--- src/bscp_pkg.sv ---
// package: register map, field positions and reset values for the strobe and chip-select ports
package bscp_pkg;
   // ---------------------------------------------------------------
   // register byte offsets (index times four)
   // ---------------------------------------------------------------
   localparam logic [7:0] STROBE_LATCH_IDX = 8'h07;
   localparam logic [7:0] STROBE_DIR_IDX = 8'h0A;
   localparam logic [7:0] STROBE_FUNC_IDX = 8'h0B;
   localparam logic [7:0] CS_LATCH_IDX = 8'h0C;
   localparam logic [7:0] CS_DIR_IDX = 8'h0E;
   localparam logic [7:0] CS_FUNC_IDX = 8'h0F;
   localparam logic [7:0] BUS_CTRL_IDX = 8'h10;
   localparam logic [9:0] STROBE_LATCH_ADDR = {STROBE_LATCH_IDX, 2'b00};
   localparam logic [9:0] STROBE_DIR_ADDR = {STROBE_DIR_IDX, 2'b00};
   localparam logic [9:0] STROBE_FUNC_ADDR = {STROBE_FUNC_IDX, 2'b00};
   localparam logic [9:0] CS_LATCH_ADDR = {CS_LATCH_IDX, 2'b00};
   localparam logic [9:0] CS_DIR_ADDR = {CS_DIR_IDX, 2'b00};
   localparam logic [9:0] CS_FUNC_ADDR = {CS_FUNC_IDX, 2'b00};
   localparam logic [9:0] BUS_CTRL_ADDR = {BUS_CTRL_IDX, 2'b00};
   // ---------------------------------------------------------------
   // field positions and reset values
   // ---------------------------------------------------------------
   localparam int PIN_RD = 0;
   localparam int PIN_WR = 1;
   localparam int PIN_HWR = 2;
   localparam int BUS_EXT_BIT = 0;
   localparam logic [2:0] LATCH_RESET = 3'h7;
   localparam logic [2:0] CTRL_RESET = 3'h0;
endpackage : bscp_pkg

--- src/bscp_pin_mux.sv ---
// module: per-pin output mux with direction, function and pull-up select
`timescale 1ns/1ps
`default_nettype none
module bscp_pin_mux
(
   input wire logic latch_in,
   input wire logic dir_in,
   input wire logic func_in,
   input wire logic alt_in,
   output logic drive_out,
   output logic oe_out,
   output logic pullup_out
);
   // ---------------------------------------------------------------
   // output selection
   // ---------------------------------------------------------------
   // alternate function replaces the latch whenever the function bit is set, whatever the direction
   assign drive_out = func_in ? alt_in : latch_in;
   assign oe_out = dir_in;
   // input mode: latch bit steers pull-up
   assign pullup_out = ~dir_in & latch_in;
endmodule // bscp_pin_mux
`default_nettype wire

--- src/bscp_top.sv ---
// module: strobe port and chip-select port registers, pin logic and apb slave
//
// Contract
// - chip-select port: three latch bits, three pins
// - per-pin direction and function bits; strobe pins 0 and 1 have no direction bit
// - reset sets chip-select latch to ones
// - reset clears direction/function; inputs with pull-up; strobe pins 0 and 1 stay outputs
// - chip-select pins carry active-low selects
// - third strobe pin drives upper-byte strobe
// - read strobe external only when latch one
// - input latch bit switches pull-up
//
// Implementation choice: the APB register port.
`timescale 1ns/1ps
`default_nettype none
module bscp_top
#(
   parameter int NPINS = 3
)
(
   input wire logic REF_CLK_IN,
   input wire logic RST_N_IN,
   input wire logic PSEL_IN,
   input wire logic PENABLE_IN,
   input wire logic PWRITE_IN,
   input wire logic [11:0] PADDR_IN,
   input wire logic [31:0] PWDATA_IN,
   output logic [31:0] PRDATA_OUT,
   output logic PREADY_OUT,
   output logic PSLVERR_OUT,
   input wire logic RD_REQ_N_IN,
   input wire logic WR_REQ_N_IN,
   input wire logic HWR_REQ_N_IN,
   input wire logic EXT_ACCESS_IN,
   input wire logic [NPINS-1:0] CS_REQ_N_IN,
   input wire logic [NPINS-1:0] STROBE_PIN_IN,
   output logic [NPINS-1:0] STROBE_PIN_OUT,
   output logic [NPINS-1:0] STROBE_PIN_OE_OUT,
   output logic [NPINS-1:0] STROBE_PULLUP_OUT,
   input wire logic [NPINS-1:0] CS_PIN_IN,
   output logic [NPINS-1:0] CS_PIN_OUT,
   output logic [NPINS-1:0] CS_PIN_OE_OUT,
   output logic [NPINS-1:0] CS_PULLUP_OUT
);
   logic [NPINS-1:0] st_latch_reg, st_latch_next;
   logic [NPINS-1:0] st_dir_reg, st_dir_next;
   logic [NPINS-1:0] st_func_reg, st_func_next;
   logic [NPINS-1:0] cs_latch_reg, cs_latch_next;
   logic [NPINS-1:0] cs_dir_reg, cs_dir_next;
   logic [NPINS-1:0] cs_func_reg, cs_func_next;
   logic [NPINS-1:0] st_sync1_reg, st_sync2_reg, cs_sync1_reg, cs_sync2_reg;
   logic [31:0] rdata_reg, rdata_next;
   logic err_reg, err_next;
   logic wr_en, rd_en;
   logic rd_strobe_n;
   logic [NPINS-1:0] st_alt, st_dir_eff, st_drive, st_oe, st_pu;
   logic [NPINS-1:0] cs_drive, cs_oe, cs_pu;
   // ---------------------------------------------------------------
   // apb access decode
   // ---------------------------------------------------------------
   // zero wait states: every access completes in its access phase
   assign wr_en = PSEL_IN & PENABLE_IN & PWRITE_IN;
   assign rd_en = PSEL_IN & ~PENABLE_IN & ~PWRITE_IN;
   assign PREADY_OUT = 1'b1;
   assign PRDATA_OUT = rdata_reg;
   assign PSLVERR_OUT = err_reg & PSEL_IN & PENABLE_IN;

   function automatic logic addr_known(input logic [11:0] a);
      addr_known = (a[11:10] == 2'h0) && (a[9:0] == bscp_pkg::STROBE_LATCH_ADDR
         || a[9:0] == bscp_pkg::STROBE_DIR_ADDR || a[9:0] == bscp_pkg::STROBE_FUNC_ADDR
         || a[9:0] == bscp_pkg::CS_LATCH_ADDR || a[9:0] == bscp_pkg::CS_DIR_ADDR
         || a[9:0] == bscp_pkg::CS_FUNC_ADDR);
   endfunction

   // ---------------------------------------------------------------
   // register next state
   // ---------------------------------------------------------------
   always_comb
   begin
      st_latch_next = st_latch_reg;
      st_dir_next = st_dir_reg;
      st_func_next = st_func_reg;
      cs_latch_next = cs_latch_reg;
      cs_dir_next = cs_dir_reg;
      cs_func_next = cs_func_reg;
      err_next = err_reg;
      if (PSEL_IN && !PENABLE_IN)
      begin
         err_next = ~addr_known(PADDR_IN);
      end
      if (wr_en && addr_known(PADDR_IN))
      begin
         if (PADDR_IN[9:0] == bscp_pkg::STROBE_LATCH_ADDR)
         begin
            st_latch_next = PWDATA_IN[NPINS-1:0];
         end
         else if (PADDR_IN[9:0] == bscp_pkg::STROBE_DIR_ADDR)
         begin
            // only the third strobe pin has a direction bit
            st_dir_next = {PWDATA_IN[bscp_pkg::PIN_HWR], 2'b00};
         end
         else if (PADDR_IN[9:0] == bscp_pkg::STROBE_FUNC_ADDR)
         begin
            st_func_next = PWDATA_IN[NPINS-1:0];
         end
         else if (PADDR_IN[9:0] == bscp_pkg::CS_LATCH_ADDR)
         begin
            cs_latch_next = PWDATA_IN[NPINS-1:0];
         end
         else if (PADDR_IN[9:0] == bscp_pkg::CS_DIR_ADDR)
         begin
            cs_dir_next = PWDATA_IN[NPINS-1:0];
         end
         else if (PADDR_IN[9:0] == bscp_pkg::CS_FUNC_ADDR)
         begin
            cs_func_next = PWDATA_IN[NPINS-1:0];
         end
      end
   end

   // read data: latches read pin state; direction/function are write-only
   always_comb
   begin
      rdata_next = rdata_reg;
      if (rd_en)
      begin
         rdata_next = 32'h0000_0000;
         if (PADDR_IN[11:0] == {2'b00, bscp_pkg::STROBE_LATCH_ADDR})
         begin
            rdata_next[NPINS-1:0] = st_sync2_reg;
         end
         else if (PADDR_IN[11:0] == {2'b00, bscp_pkg::CS_LATCH_ADDR})
         begin
            rdata_next[NPINS-1:0] = cs_sync2_reg;
         end
      end
   end

   // ---------------------------------------------------------------
   // registers
   // ---------------------------------------------------------------
   always_ff @(posedge REF_CLK_IN or negedge RST_N_IN)
   begin
      if (!RST_N_IN)
      begin
         st_latch_reg <= bscp_pkg::LATCH_RESET;
         st_dir_reg <= bscp_pkg::CTRL_RESET;
         st_func_reg <= bscp_pkg::CTRL_RESET;
         cs_latch_reg <= bscp_pkg::LATCH_RESET;
         cs_dir_reg <= bscp_pkg::CTRL_RESET;
         cs_func_reg <= bscp_pkg::CTRL_RESET;
         rdata_reg <= 32'h0000_0000;
         err_reg <= 1'b0;
         st_sync1_reg <= 3'h0;
         st_sync2_reg <= 3'h0;
         cs_sync1_reg <= 3'h0;
         cs_sync2_reg <= 3'h0;
      end
      else
      begin
         st_latch_reg <= st_latch_next;
         st_dir_reg <= st_dir_next;
         st_func_reg <= st_func_next;
         cs_latch_reg <= cs_latch_next;
         cs_dir_reg <= cs_dir_next;
         cs_func_reg <= cs_func_next;
         rdata_reg <= rdata_next;
         err_reg <= err_next;
         st_sync1_reg <= STROBE_PIN_IN;
         st_sync2_reg <= st_sync1_reg;
         cs_sync1_reg <= CS_PIN_IN;
         cs_sync2_reg <= cs_sync1_reg;
      end
   end

   // ---------------------------------------------------------------
   // strobe routing
   // ---------------------------------------------------------------
   // latch one limits read strobe to external accesses
   assign rd_strobe_n = RD_REQ_N_IN | (st_latch_reg[bscp_pkg::PIN_RD] & ~EXT_ACCESS_IN);
   // function bits route read and write strobes
   assign st_alt = {HWR_REQ_N_IN, WR_REQ_N_IN, rd_strobe_n};
   // first two strobe pins are output-only
   assign st_dir_eff = {st_dir_reg[bscp_pkg::PIN_HWR], 2'b11};

   genvar g;
   generate
      for (g = 0; g < NPINS; g++)
      begin : g_pin
         // upper-byte strobe on third strobe pin
         bscp_pin_mux u_st
         (
            .latch_in(st_latch_reg[g]),
            .dir_in(st_dir_eff[g]),
            .func_in(st_func_reg[g]),
            .alt_in(st_alt[g]),
            .drive_out(st_drive[g]),
            .oe_out(st_oe[g]),
            .pullup_out(st_pu[g])
         );
         // latch steers pull-up in input mode
         bscp_pin_mux u_cs
         (
            .latch_in(cs_latch_reg[g]),
            .dir_in(cs_dir_reg[g]),
            .func_in(cs_func_reg[g]),
            .alt_in(CS_REQ_N_IN[g]),
            .drive_out(cs_drive[g]),
            .oe_out(cs_oe[g]),
            .pullup_out(cs_pu[g])
         );
      end
   endgenerate

   assign STROBE_PIN_OUT = st_drive;
   assign STROBE_PIN_OE_OUT = st_oe;
   assign STROBE_PULLUP_OUT = st_pu;
   assign CS_PIN_OUT = cs_drive;
   assign CS_PIN_OE_OUT = cs_oe;
   assign CS_PULLUP_OUT = cs_pu;

   // ---------------------------------------------------------------
   // assertions
   // ---------------------------------------------------------------
   // ones after reset
   cs_latch_reset_a: assert property (@(posedge REF_CLK_IN)
      $rose(RST_N_IN) |-> cs_latch_reg == 3'h7)
      else $error("latch not ones after reset");
   cs_pullup_reset_a: assert property (@(posedge REF_CLK_IN)
      $rose(RST_N_IN) |-> CS_PULLUP_OUT == 3'h7 && CS_PIN_OE_OUT == 3'h0)
      else $error("pins not pulled-up inputs after reset");
   cs_dir_write_a: assert property (@(posedge REF_CLK_IN) disable iff (!RST_N_IN)
      wr_en && PADDR_IN == {2'b00, bscp_pkg::CS_DIR_ADDR} |=> CS_PIN_OE_OUT == $past(PWDATA_IN[2:0]))
      else $error("direction write lost");
   cs_select_route_a: assert property (@(posedge REF_CLK_IN) disable iff (!RST_N_IN)
      cs_func_reg[0] && cs_dir_reg[0] |-> CS_PIN_OUT[0] == CS_REQ_N_IN[0])
      else $error("chip select not routed");
   cs_pullup_ctl_a: assert property (@(posedge REF_CLK_IN) disable iff (!RST_N_IN)
      !cs_dir_reg[1] |-> CS_PULLUP_OUT[1] == cs_latch_reg[1])
      else $error("pull-up not from latch");
   hwr_route_a: assert property (@(posedge REF_CLK_IN) disable iff (!RST_N_IN)
      st_func_reg[2] && st_dir_reg[2] |-> STROBE_PIN_OUT[2] == HWR_REQ_N_IN && STROBE_PIN_OE_OUT[2])
      else $error("upper-byte strobe not routed");
   rd_internal_a: assert property (@(posedge REF_CLK_IN) disable iff (!RST_N_IN)
      st_func_reg[0] && st_latch_reg[0] && !EXT_ACCESS_IN |-> STROBE_PIN_OUT[0])
      else $error("read strobe on internal access");
   wr_port_mode_a: assert property (@(posedge REF_CLK_IN) disable iff (!RST_N_IN)
      !st_func_reg[1] |-> STROBE_PIN_OUT[1] == st_latch_reg[1])
      else $error("write pin not latch in port mode");
   cs_drive_c: cover property (@(posedge REF_CLK_IN) cs_func_reg == 3'h7 && cs_dir_reg == 3'h7);
   hwr_drive_c: cover property (@(posedge REF_CLK_IN) st_func_reg[2] && st_dir_reg[2] && !HWR_REQ_N_IN);
   rd_internal_c: cover property (@(posedge REF_CLK_IN) st_func_reg[0] && !st_latch_reg[0] && !STROBE_PIN_OUT[0]);
endmodule // bscp_top
`default_nettype wire

--- config.mk ---
export PLATFORM = sky130hd
export DESIGN_NAME = bscp_top
export DESIGN_NICKNAME = d
export VERILOG_FILES = /design/src/bscp_pkg.sv /design/src/bscp_pin_mux.sv /design/src/bscp_top.sv
export SDC_FILE = /design/constraint.sdc
export NUM_CORES = 1
export LEC_CHECK = 0
export CORE_AREA = 2 2 55 78
export DETAILED_ROUTE_END_ITERATION = 7
export DIE_AREA = 0 0 57 80
export DONT_BUFFER_PORTS = 1
export SLEW_MARGIN = 10
export SYNTH_ARGS = -nofsm -noshare
export SYNTH_HDL_FRONTEND = slang
export SYNTH_SLANG_ARGS = --single-unit
export TNS_END_PERCENT = 30
--- constraint.sdc ---
create_clock -name REF_CLK_IN -period 0.95 [get_ports REF_CLK_IN]
set_input_delay 0.095 -clock REF_CLK_IN [delete_from_list [all_inputs] [get_ports REF_CLK_IN]]
set_output_delay 0.095 -clock REF_CLK_IN [all_outputs]
set_load 0.02 [all_outputs]
Word level (Yosys, flattened, before mapping):

Cells that the tools add are included.

* word-level logic and storage cells: 69
* output and inout port bits: 52
* input bits: 62
* flip-flop bits (word level): 32

* reduce and logical (&&, ||, !) cells: 16
* bitwise operators: 25
* eq/ne operators: 8
* multiplexer cells: 8

Operator list (number)
* 10-bit by 6-bit == test with 1-bit output (second input constant): 5
* 1-bit NOT: 13
* 12-bit by 5-bit == test with 1-bit output (second input constant): 1
* 12-bit by 6-bit == test with 1-bit output (second input constant): 1
* 1-bit bitwise AND: 11
* 10-bit by 5-bit == test with 1-bit output (second input constant): 1
* 7-bit AND reduction: 1
* 1-bit two-way mux: 6
* 3-bit two-way mux: 2
* 6-bit AND reduction: 1
* 1-bit logical OR: 5
* 5-bit AND reduction: 1
* 4-bit AND reduction: 1
* 1-bit logical AND: 3
* 3-bit AND reduction: 1
* 2-bit logical NOT: 1
* 2-bit AND reduction: 1
* 1-bit logical NOT: 1
* 1-bit OR: 1

Depth between registers and ports, before layout:

* word-level depth: 9
* mapped depth: 4
* gate-level depth less buffers: 4

Hierarchy:

Synthesis repeated with hierarchy kept, for this count alone.

* cell total of the unflattened synthesis: 136
* area total of the unflattened synthesis: 1695.4 um^2

Modules (own cells, without submodules)
* bscp_top: seq. area each 808.3 um^2, times used 1, area each 1522.7 um^2, cells each 118
* bscp_pin_mux: seq. area each 0.0 um^2, times used 6, area each 28.8 um^2, cells each 3

Least setup slack after synthesis:

Ideal clock, no wire load.

* path type: input-to-reg
* start: input port PADDR_IN[11]
* end: register cs_dir_reg[0]
* slack: -0.922 ns
* setup time: 0.125 ns
* path buffers: 0
* cell stages on the path: 4
* data required time: 0.825 ns
* arrival: 1.747 ns
* path through: or4_4 > or4b_1 > nor3_2 > mux2_2

* cells in the longest elaborated chain, start to end: 4

Ends and longest elaborated chain
* from (decl): RTL line bscp_top.sv:26 `input wire logic [11:0] PADDR_IN,`
* 2-bit logical NOT: RTL line bscp_top.sv:69 `addr_known = (a[11:10] == 2'h0) && (a[9:0] == bscp_pkg::STROBE_LATCH_ADDR`
* 1-bit logical AND: RTL line bscp_top.sv:69
* 1-bit logical AND: RTL line bscp_top.sv:91 `if (wr_en && addr_known(PADDR_IN))`
* 6-bit AND reduction (no line)
* to (signal assigned): RTL line bscp_top.sv:150 `cs_dir_reg <= bscp_pkg::CTRL_RESET;`
* to (signal assigned): RTL line bscp_top.sv:165 `cs_dir_reg <= cs_dir_next;`
* to (decl): RTL line bscp_top.sv:49 `logic [NPINS-1:0] cs_dir_reg, cs_dir_next;`

No other way between the ends.
A chain may end at the register's enable or synchronous reset.

Worst setup path after layout:

* start: input port PADDR_IN[0]
* end: register cs_dir_reg[0]

* cells in the longest elaborated chain, start to end: 9
* elaborated cells between the ends (all ways): 18
* those cells by class: eq/ne (6); bitwise (4); reduce/logical (8)

Ends and longest elaborated chain
* 10-bit by 5-bit == test with 1-bit output / 10-bit by 6-bit == test with 1-bit output (equally long branches)
* 1-bit logical OR (2 in a row): RTL line bscp_top.sv:70 `|| a[9:0] == bscp_pkg::STROBE_DIR_ADDR || a[9:0] == bscp_pkg::STROBE_FUNC_ADDR`
* 1-bit logical OR (2 in a row): RTL line bscp_top.sv:71 `|| a[9:0] == bscp_pkg::CS_LATCH_ADDR || a[9:0] == bscp_pkg::CS_DIR_ADDR`
* 1-bit logical OR: RTL line bscp_top.sv:72 `|| a[9:0] == bscp_pkg::CS_FUNC_ADDR);`
* 1-bit logical AND: RTL line bscp_top.sv:69
* 1-bit logical AND: RTL line bscp_top.sv:91
* 6-bit AND reduction (no line) *

Mark *: on every way between the ends. The rest lies on a longest branch, timed or not.

==> impl_metrics.tcl <==
set metrics [dict create \
    cts-htree-levels 2 \
    vias_per_cell 4.74 \
    post_cts_buffers 0 \
    r2r-end "cs_dir_reg[1]" \
    grt_pass1_wl_um 5070 \
    first_global_vias 1082 \
    fin_tns_setup_ns -11.54 \
    design_area_um2 2130 \
    fmax_ghz 0.626 \
    cp-end-kind "flip-flop" \
    setup_slack_ns -0.648 \
    period_share 1.68 \
    powerDensity_nw_per_um2 1440 \
    wl_per_cell_um 15.1 \
    cts_root_buf "clkbuf_8" \
    syn_inst 146 \
    use_met3 0.0551 \
    cp.arrival_ns 1.77 \
    start_util 0.442 \
    critPathMaxFanout 3 \
    ys_seq_area_frac 0.475 \
    n_fill_cell 327 \
    drive_gt1_frac 0.451 \
    grt_overflow_total 0 \
    hold_path.startpoint "PADDR_IN[4]" \
    finalSetupViolCount 32 \
    drtIter0Drc 8 \
    peakVddDrop_v 0.00146 \
    via_count 1033 \
    p_leak_nw 1.04 \
    hold_class "in -> reg" \
    rows 27 \
    worstPathRequired_ns 1.12 \
    fin_nets 236 \
    clk_latency_ns 0.28 \
    rsz0062_at_grt "yes" \
    globalRouteMet2Util 0.261 \
    total_power_mw 3.08 \
    grt_max_degree 33 \
    antenna_found_initial 0 \
    core_um2 3850 \
    chipHeight_um 80 \
    gr-max-usage-layer "met2" \
    grt_usage 0.147 \
    dp_cells 198 \
    synth-seq-cells 32 \
    drv_slew 0 \
    final_common_cell "conb_1" \
    die_w_um 57 \
    cts_sinks 32 \
    reg2reg_from "cs_dir_reg[1]" \
    tritoncts "built" \
    die_area_um2 4560 \
    syn_to_final_growth_pct 25.5 \
    cts_made_buffers 5 \
    synthesis.area_um2 1700 \
    hold_end "err_reg" \
    outcome "finished with violations" \
    dp_hpwl_um 2310 \
    routed_wirelength_um 3290 \
    reg2regPathDepth 1 \
    yosysTopAreaCell "dfrtp_1" \
    cts_max_path_buffers 2 \
    remaining_drc_errors 0 \
    period_minus_slack_ns 1.60 \
    io_buffers 0 \
    gp_congestion 0.767 \
    clock_skew_ns 0.00563 \
    worst_hold_slack_ns 0.0829 \
    grtUsageMet1 0.148 \
    critPathKind "in -> reg" \
    violations "setup timing" \
    io_pins 114 \
    ys_top_cells_by_area "dfrtp_1, buf_4, mux2_2, dfstp_2, mux2_4" \
    place_area_um2 1710 \
    reg2reg_slack_ns 0.11 \
    hold-path-cell-count 3 \
    synth_top_area_frac 0.383 \
    clkTransAtPathRegs_ns 0.07 \
    first_pass_iters 4 \
    finalNonFillerCells 218 \
    finalHoldViolCount 0 \
    syn_avg_cell_area_um2 11.6 \
    ys_types 26 \
    antenna_left 0 \
    cap_violations 0 \
    n_antenna_cell 0 \
    crit_path_start_kind "primary input" \
    yosysWarnings 0 \
    layout_common_cells "conb_1, dfrtp_1, mux2_4, buf_4, dlygate4sd3_1" \
]
stage by stage:
stage	utilization	setup slack, ns
6_report	0.554	-0.648
5_1_grt	0.554	-0.650
4_1_cts	0.543	-0.626
3_5_place_dp	0.443	-0.949
3_3_place_gp	0.443	-0.947
2_1_floorplan	-	-0.895
worst max path at each step:
stage | from | end
5_1_grt | PADDR_IN[0] | cs_func_reg[2]
4_1_cts | PADDR_IN[0] | cs_func_reg[2]
3_5_place_dp | PADDR_IN[11] | cs_dir_reg[0]
6_report | PADDR_IN[0] | cs_dir_reg[0]
3_3_place_gp | PADDR_IN[11] | st_dir_reg[2]
2_1_floorplan | PADDR_IN[11] | cs_func_reg[0]
kinds of logic after synthesis:
group / after synthesis / synth area share
compound gates: 7 / 0.0272
simple gates: 36 / 0.135
other cells: 2 / 0.00442
flops: 32 / 0.475
mux: 21 / 0.146
buf+inv: 48 / 0.212
metal layers:
| metal | up-vias | routed length (µm) |
|---|---|---|
| li1 | 471 | - |
| met1 | 500 | 1170 |
| met2 | 53 | 1760 |
| met3 | 9 | 273 |
| met4 | 0 | 86 |
| met5 | - | 0 |
what timing repair did:
| action | 4_1_cts | 5_1_grt |
|---|---|---|
| resized for setup | 27 | 11 |
| hold buffers | 12 | 0 |
| setup endpoints to repair | 35 | 35 |
| endpoints found under the hold margin | 55 | 0 |
| pin swaps | 9 | 1 |
report_power, final:
part	internal [mW]	switching [mW]	total, mW
registers	1.39	0.00760	1.40
clock network	0.925	0.483	1.41
logic	0.0759	0.199	0.275
total	2.39	0.690	3.08
cell type report:
type / instances / area, µm² / area share
clock buffers: 7 / 96.3 / 0.0452
clock inverters: 1 / 30.0 / 0.0141
multi-input cells: 98 / 797 / 0.374
flip-flops and latches: 32 / 808 / 0.379
well taps: 43 / 53.8 / 0.0252
repair buffers: 37 / 348 / 0.163
critical path: stages:
cell    delay (ns)
or4_4         0.54
or4b_4        0.54
nor3_4        0.22
mux2_2        0.36
synthesized netlist by cell type:
master,count
nand3_1,3
nor2b_1,6
nor3_1,2
nor2_1,1
dfstp_2,6
a21oi_1,2
and3_1,1
dfrtp_1,26
nor3_2,1
nand2_1,9
or4b_1,1
buf_4,48
conb_1,2
nor4_1,3
mux2_2,18
nand3b_1,1
a22o_1,1
o21ai_0,1
or4bb_1,1
or4_4,3
or2_4,1
mux2_4,3
nand4b_1,1
or3_1,1
a22oi_1,3
or3b_2,1
(Power assumes the default switching activity.)
